--- src/monitor_port_pkg.sv ---
// Package for the monitor-port transmit-only streaming block.
// Assumes a single 200 MHz system clock and sampled external pins.
`default_nettype none

package monitor_port_pkg;

  // ==========================================================================
  // Array geometry
  localparam int ARRAY_DEPTH     = 128;
  localparam int ADDR_W          = 7;
  localparam int DATA_W          = 8;

  // ==========================================================================
  // Framing
  localparam int BITS_PER_FRAME  = 9;
  localparam int SYNC_CYCLES     = 9;
  localparam logic [3:0] NULL_BIT_IDX = 4'h8;
  localparam logic [ADDR_W-1:0] START_ADDR_RESET = 7'h00;

  // ==========================================================================
  // Mode states, one-hot
  typedef enum logic [2:0] {
    ST_SYNC  = 3'b001,
    ST_XMIT  = 3'b010,
    ST_BIDIR = 3'b100
  } port_mode_e;

  // Data line as two signals
  typedef struct packed {
    logic out;
    logic oe;
  } line_drive_s;

  // Array write port
  typedef struct packed {
    logic              en;
    logic [ADDR_W-1:0] addr;
    logic [DATA_W-1:0] data;
  } array_write_s;

endpackage : monitor_port_pkg

`default_nettype wire

--- src/pin_sync.sv ---
// Two-flop synchroniser with one-cycle edge pulses, for a pin input.
// Assumes the pin is asynchronous to clk_in; reset loads RESET_LEVEL, high (idle) by default.
`default_nettype none
`timescale 1ns/1ps

module pin_sync #(
  parameter logic RESET_LEVEL = 1'b1
) (
  // Clock and reset
  input  wire logic clk_in,
  input  wire logic resetn_in,
  // Pin and sampled views
  input  wire logic pin_in,
  output logic      level_out,
  output logic      rise_out,
  output logic      fall_out
);

  logic meta_reg;
  logic sync_reg;
  logic prev_reg;

  always_ff @(posedge clk_in) begin
    if (!resetn_in) begin
      meta_reg <= RESET_LEVEL;
      sync_reg <= RESET_LEVEL;
      prev_reg <= RESET_LEVEL;
    end else begin
      meta_reg <= pin_in;
      sync_reg <= meta_reg;
      prev_reg <= sync_reg;
    end
  end

  assign level_out = sync_reg;
  assign rise_out  = sync_reg & ~prev_reg;
  assign fall_out  = ~sync_reg & prev_reg;

endmodule : pin_sync

`default_nettype wire

--- src/monitor_port_tx.sv ---
// Monitor-link port logic: power-up transmit-only streaming of the array,
// and the one-way switch into the bidirectional mode.
// Assumes resetn_in stands for power-on; both clocks come from the host pins.
//
// Behaviour
// (RQ1) After reset the port streams the array, not addressed transactions.
// (RQ2) Each mode has its own clock pin; both share one data line.
// (RQ3) Falling edge on bidir clock switches the port to bidirectional mode.
// (RQ4) Bidirectional mode is left only by reset (power cycle).
// (RQ5) Host holds bidir clock high to stay in transmit-only mode.
// (RQ6) Each byte is eight data bits then a null bit: nine clocks.
// (RQ7) A new bit appears after each rising edge of transmit clock.
// (RQ8) Bits go most significant first.
// (RQ9) Bytes ascend through the array and wrap to zero without a gap.
// (RQ10) Host gives nine transmit clocks after power-up for synchronisation.
// (RQ11) Data line stays released during those nine clocks.
// (RQ12) Tenth rising edge drives the first bit, a byte's MSB.
// (RQ13) Starting byte address after power-up is not defined.
// (RQ14) In bidirectional mode transmit clock level is only a write enable.
// (RQ15) Data line released during each null bit.
`default_nettype none
`timescale 1ns/1ps

module monitor_port_tx
  import monitor_port_pkg::*;
#(
  parameter int DEPTH  = monitor_port_pkg::ARRAY_DEPTH,
  parameter int AW     = monitor_port_pkg::ADDR_W
) (
  // Clock and reset
  input  wire logic                               clk_in,
  input  wire logic                               resetn_in,
  // Host pins, asynchronous
  input  wire logic                               tx_only_clock_write_protect_in,
  input  wire logic                               bidir_mode_clock_in,
  input  wire logic                               monitor_data_line_in,
  // Data line drive
  output logic                                    monitor_data_line_out,
  output logic                                    monitor_data_line_oe_out,
  // Array write port, filled by the bidirectional engine or loader
  input  wire monitor_port_pkg::array_write_s     array_write_in,
  // Mode and status
  output logic                                    bidir_mode_out,
  output logic                                    write_enable_out,
  output logic [monitor_port_pkg::ADDR_W-1:0]     byte_addr_out
);

  import monitor_port_pkg::*;

  // Address pointer must cover every array location exactly
  if (DEPTH != (1 << AW) || AW != ADDR_W) begin : g_bad_size
    $error("monitor_port_tx: DEPTH must equal 2**AW and AW must match package");
  end

  // ==========================================================================
  // Pin synchronisers
  logic vclk_level;
  logic vclk_rise;
  logic bidir_mode_clock_level;
  logic bidir_mode_clock_fall;

  pin_sync #(.RESET_LEVEL(1'b0)) u_vclk_sync (
    .clk_in    (clk_in),
    .resetn_in (resetn_in),
    .pin_in    (tx_only_clock_write_protect_in),
    .level_out (vclk_level),
    .rise_out  (vclk_rise),
    .fall_out  ()
  );

  // Reset level high so an idle-high clock gives no false edge at release
  pin_sync #(.RESET_LEVEL(1'b1)) u_bidir_mode_clock_sync (
    .clk_in    (clk_in),
    .resetn_in (resetn_in),
    .pin_in    (bidir_mode_clock_in),
    .level_out (bidir_mode_clock_level),
    .rise_out  (),
    .fall_out  (bidir_mode_clock_fall)
  );

  // ==========================================================================
  // Array storage
  logic [DATA_W-1:0] array_mem [DEPTH];

  always_ff @(posedge clk_in) begin
    if (array_write_in.en) begin
      array_mem[array_write_in.addr] <= array_write_in.data;
    end
  end

  // ==========================================================================
  // State
  port_mode_e        mode_reg;
  port_mode_e        mode_next;
  logic [3:0]        count_reg;
  logic [3:0]        count_next;
  logic [AW-1:0]     addr_reg;
  logic [AW-1:0]     addr_next;
  logic              data_out_reg;
  logic              data_out_next;
  logic              data_oe_reg;
  logic              data_oe_next;
  logic              wen_reg;

  // ==========================================================================
  // Decode
  // Count holds nine after the sync rises; the next rise is the tenth
  wire               last_sync   = (count_reg == 4'(SYNC_CYCLES));
  wire               last_bit    = (count_reg == NULL_BIT_IDX);
  wire  [3:0]        bit_next    = last_bit ? 4'h0 : count_reg + 4'h1;
  wire  [AW-1:0]     addr_inc    = addr_reg + {{(AW-1){1'b0}}, 1'b1};          // RQ9
  wire  [DATA_W-1:0] cur_byte    = array_mem[addr_reg];
  wire  [DATA_W-1:0] nxt_byte    = array_mem[addr_inc];
  // Bit index within the byte, MSB first
  wire  [2:0]        msb_sel     = 3'(7 - 3'(bit_next));                      // RQ8
  wire               go_bidir    = bidir_mode_clock_fall;                                  // RQ3 RQ5

  always_comb begin
    mode_next     = mode_reg;
    count_next    = count_reg;
    addr_next     = addr_reg;
    data_out_next = data_out_reg;
    data_oe_next  = data_oe_reg;
    case (mode_reg)
      ST_SYNC: begin
        data_oe_next  = 1'b0;                                                  // RQ11
        data_out_next = 1'b1;
        if (go_bidir) begin
          mode_next = ST_BIDIR;                                                // RQ3
        end else if (vclk_rise) begin                                          // RQ10
          if (last_sync) begin
            // Tenth edge: MSB of the current byte
            mode_next     = ST_XMIT;                                           // RQ12
            count_next    = 4'h0;
            data_oe_next  = 1'b1;
            data_out_next = cur_byte[DATA_W-1];                                // RQ12
          end else begin
            count_next = count_reg + 4'h1;
          end
        end
      end
      ST_XMIT: begin
        if (go_bidir) begin
          mode_next     = ST_BIDIR;                                            // RQ3
          data_oe_next  = 1'b0;
          data_out_next = 1'b1;
        end else if (vclk_rise) begin                                          // RQ7
          count_next = bit_next;                                               // RQ6
          if (bit_next == NULL_BIT_IDX) begin
            data_oe_next  = 1'b0;                                              // RQ15
            data_out_next = 1'b1;
          end else if (last_bit) begin
            addr_next     = addr_inc;                                          // RQ9
            data_oe_next  = 1'b1;
            data_out_next = nxt_byte[DATA_W-1];                                // RQ8
          end else begin
            data_oe_next  = 1'b1;
            data_out_next = cur_byte[msb_sel];                                 // RQ8
          end
        end
      end
      ST_BIDIR: begin
        // Sticky: only reset leaves this state
        mode_next     = ST_BIDIR;                                              // RQ4
        data_oe_next  = 1'b0;
        data_out_next = 1'b1;
      end
      default: begin
        mode_next     = ST_SYNC;
        data_oe_next  = 1'b0;
        data_out_next = 1'b1;
      end
    endcase
  end

  // ==========================================================================
  // Registers
  always_ff @(posedge clk_in) begin
    if (!resetn_in) begin
      mode_reg     <= ST_SYNC;                                                 // RQ1
      count_reg    <= 4'h0;
      // Any start address is legal; zero keeps simulation repeatable
      addr_reg     <= START_ADDR_RESET;                                        // RQ13
      data_out_reg <= 1'b1;
      data_oe_reg  <= 1'b0;
    end else begin
      mode_reg     <= mode_next;
      count_reg    <= count_next;
      addr_reg     <= addr_next;
      data_out_reg <= data_out_next;
      data_oe_reg  <= data_oe_next;
    end
  end

  // Transmit clock level doubles as write enable once bidirectional
  always_ff @(posedge clk_in) begin
    if (!resetn_in) begin
      wen_reg <= 1'b0;
    end else begin
      wen_reg <= (mode_reg == ST_BIDIR) & vclk_level;                          // RQ14
    end
  end

  // ==========================================================================
  // Outputs; the shared line is driven only by this streamer here
  logic bidir_reg;

  always_ff @(posedge clk_in) begin
    if (!resetn_in) begin
      bidir_reg <= 1'b0;
    end else begin
      bidir_reg <= (mode_next == ST_BIDIR);                                    // RQ2 RQ4
    end
  end

  assign monitor_data_line_out    = data_out_reg;                              // RQ2
  assign monitor_data_line_oe_out = data_oe_reg;
  assign bidir_mode_out           = bidir_reg;
  assign write_enable_out         = wen_reg;
  assign byte_addr_out            = addr_reg;

  // Line readback unused in this mode; kept for the bidirectional engine
  wire unused_line = monitor_data_line_in ^ bidir_mode_clock_level;

endmodule : monitor_port_tx

`default_nettype wire

--- config.mk ---
export PLATFORM = sky130hd
export DESIGN_NAME = monitor_port_tx
export DESIGN_NICKNAME = d
export VERILOG_FILES = /design/src/monitor_port_pkg.sv /design/src/pin_sync.sv /design/src/monitor_port_tx.sv
export SDC_FILE = /design/constraint.sdc
export NUM_CORES = 1
export LEC_CHECK = 0
export BUFFER_PORTS_ARGS = -buffer_cell sky130_fd_sc_hd__buf_2
export CORE_AREA = 3 3 332 334
export CTS_BUF_LIST = sky130_fd_sc_hd__clkbuf_8
export DETAILED_ROUTE_END_ITERATION = 12
export DIE_AREA = 0 0 335 337
export PLACE_DENSITY = 0.59
export SYNTH_ARGS = -nofsm -noshare
export SYNTH_HDL_FRONTEND = slang
export SYNTH_SLANG_ARGS = --single-unit
export TNS_END_PERCENT = 100
--- constraint.sdc ---
create_clock -name clk_in -period 4.1 [get_ports clk_in]
set_input_delay 0.615 -clock clk_in [delete_from_list [all_inputs] [get_ports clk_in]]
set_output_delay 0.615 -clock clk_in [all_outputs]
set_load 0.01 [all_outputs]
==> flow_metrics.py <==
metrics = {
    "cts": {
        "clock_sinks": 1055,
        "htreeDepth": 4,
        "clkSlewWorstSetupHoldPaths_ps": 60,
        "cts_tree": "yes",
        "postCtsSetupBuffers": 0,
        "numCtsBuffers": 171,
        "clk_latency_ps": 840,
        "cts-root-buf": "clkbuf_8",
        "cts_max_path_buffers": 3,
    },
    "setup_path": {
        "cpPeakStageDelay_ps": 850,
        "cp_num_buf_inv": 2,
        "crit_type": "reg2reg",
        "cp-start-kind": "flop",
        "cpLargestDelayFamily": "multiplexers",
        "cp_cell_sequence": "buf_4, mux4_1, mux4_2, a211oi_1, nor4_1, buf_4, o21ai_0, a211o_1, a41oi_1",
        "critPathMaxFanout": 26,
        "worstPathArrival_ps": 4340,
        "worst_ep_required_time_ps": 4810,
        "cpMaxStageDelayCell": "dfxtp_4",
        "end_kind": "flop",
        "crit_top_cell": "buf_4",
    },
    "floorplanning": {
        "initial_core_util_pct": 39.9,
        "std_cell_rows": 120,
        "dieHeight_um": 337,
        "die_area_sq_um": 113000,
        "io_pins": 32,
        "core_sq_um": 107000,
        "die_x_um": 335,
    },
    "power_and_ir_drop": {
        "powerDensity_nw_per_um2": 425,
        "fin_total_pwr_w": 0.0206,
        "leakage_nw": 15.2,
        "vdd_drop_max_mv": 0.242,
    },
    "synthesis": {
        "yosysSeqAreaShare_pct": 73.3,
        "syn_area_sq_um": 42800,
        "synth-edff-count": 1024,
        "syn-num-nets": 2157,
        "syn_avg_cell_area_sq_um": 20.1,
        "synthDistinctLibCells": 66,
        "ys.flop_type": "edfxtp_1",
        "ys_ff_latch": 1055,
        "synth_async_sr_flop_share_pct": 0,
        "ys_warn_count": 0,
        "synthCells": 2132,
    },
    "global_route": {
        "grt_pass1_wl_um": 162000,
        "grt_util_all_layers_pct": 19.8,
        "grt_pass1_vias": 23492,
        "antenna_found_initial": 9,
        "grt_max_degree": 112,
        "grt-ovfl-total": 0,
    },
    "job": {
        "cap_violations": 0,
    },
    "placed_design": {
        "gp_congestion": 0.870,
        "io_buffers": 30,
        "dpl.hpwl_um": 70300,
        "dpl-instance-area_sq_um": 45300,
    },
    "routing": {
        "viasPerCell": 5.77,
        "dr.pass1.iters": 5,
        "initialDrtViolationCount": 2328,
        "drc": 0,
        "wl_um": 111000,
        "vias": 22785,
        "wire_per_inst_um": 28.1,
        "ant_nets": 0,
    },
    "min_path": {
        "hold_class": "in2reg",
    },
    "status": {
        "status": "finished, final reports clean",
    },
    "sta": {
        "worst_pin_slew_ps": 1150,
        "finalCritPeriodShare_pct": 88.6,
        "rsz0062_at_grt": "no",
        "finalMaxSlewViolations": 0,
        "fin_skew_ps": 33.4,
        "fmax_mhz": 275,
        "final_hold_viol_count": 0,
        "slew_headroom_pct": 23.1,
        "hold_slack_ps": 158,
        "setup-tns-final_ps": 0,
        "finalSetupViolCount": 0,
        "fin_crit_ps": 3630,
    },
    "cells_and_area": {
        "largest_reg_flops": 1024,
        "design_area_sq_um": 48500,
        "final_nets": 2428,
        "drive_above_1_share_pct": 27.3,
        "area_growth_syn_to_layout_pct": 13.3,
    },
}
==> routing by layer <==
layer	part of all wire, %	vias up	global-route usage (%)
met5	0.053	-	0
met4	2.6	10	6.74
met3	8.4	197	4.76
met2	47	969	30.9
met1	42	12116	27.5
li1	-	9493	-
==> power by group <==
group / switching, W / internal (W)
clock network: 0.00422 / 0.00416
registers: 0.0000116 / 0.0119
logic: 0.000274 / 0.0000586
==> cell type report <==
cell class,count,area (sq um)
multi-input combinational,945,10500
antenna,4,10.0
timing repair buffer,220,1710
sequential,1055,31400
fill,9195,58700
inverter,10,37.5
clock inverter,136,708
clock buffer,176,2420
tap,1403,1760
==> cell usage in the layout (no fill, tap or decap), types with 11 or more instances in the layout <==
cell type	netlist	final
buf_2	27	22
mux2i_1	67	67
o21ai_0	20	20
buf_4	16	187
mux4_1	36	36
mux4_2	240	240
a21oi_1	26	26
dfxtp_1	31	25
o22ai_1	12	12
nand3_1	40	40
and2_1	20	20
nor3_1	26	26
nand2b_1	11	11
inv_1	7	54
clkbuf_8	7	176
o221ai_1	23	23
clkinv_1	2	48
edfxtp_1	1024	1024
nand2_1	69	69
nor2_1	150	150
nor2b_1	31	31
a211oi_1	27	27
a22oi_1	38	38
clkinv_2	0	27
==> through the flow <==
| step | setup slack [ps] | cells | utilization (%) |
|---|---|---|---|
| 5_1_grt | 307 | 3946 | 45.2 |
| 3_3_place_gp | 510 | 3631 | 42.3 |
| 6_report | 468 | 3949 | 45.2 |
| 2_1_floorplan | 1240 | 2132 | - |
| 3_5_place_dp | 457 | 3631 | 42.3 |
| 4_1_cts | 462 | 3945 | 45.2 |
==> cell families after synthesis <==
| family | synth area share (%) |
|---|---|
| flip-flops | 73.3 |
| AND/OR/NAND/NOR | 4.15 |
| multiplexers | 16.6 |
| AO/OA/AOI/OAI | 3.33 |
| buffers and inverters | 2.25 |
| XOR/XNOR | 0.284 |
| adder cells (fa/ha/maj) | 0.117 |
==> synth_stat cells, types with 23 or more instances <==
cell,number,area share [%]
buf_2,27,0.32
nor2b_1,31,0.45
nor3_1,26,0.30
a211oi_1,27,0.47
nor2_1,150,1.3
o221ai_1,23,0.47
nand3_1,40,0.47
dfxtp_1,31,1.4
a22oi_1,38,0.67
mux4_1,36,2.2
nand2_1,69,0.61
mux4_2,240,13
clkbuf_1,36,0.32
a21oi_1,26,0.30
mux2i_1,67,1.6
edfxtp_1,1024,72
==> path summary, 6_finish.rpt <==
kind,end,cells past startpoint,slack [ps],startpoint
setup / recovery,monitor_data_line_out,9,470,flop
hold / removal,u_bidir_mode_clock_sync.meta_reg,2,160,resetn_in
setup reg to reg,monitor_data_line_out,9,470,flop
hold reg to reg,u_bidir_mode_clock_sync.level_out,1,430,u_bidir_mode_clock_sync.meta_reg
==> worst reg2reg max path, cell delays in order (launching register included) <==
cell and delay [ps]:
dfxtp_4 850, buf_4 500, mux4_1 610, mux4_2 470
a211oi_1 280, nor4_1 120, buf_4 170, o21ai_0 180
a211o_1 200, a41oi_1 130
==> what timing repair did <==
action	in CTS	in global routing
hold buffers	2	0
hold endpoints to repair	2	0
gates resized for setup	0	0
(Power assumes the default switching activity.)
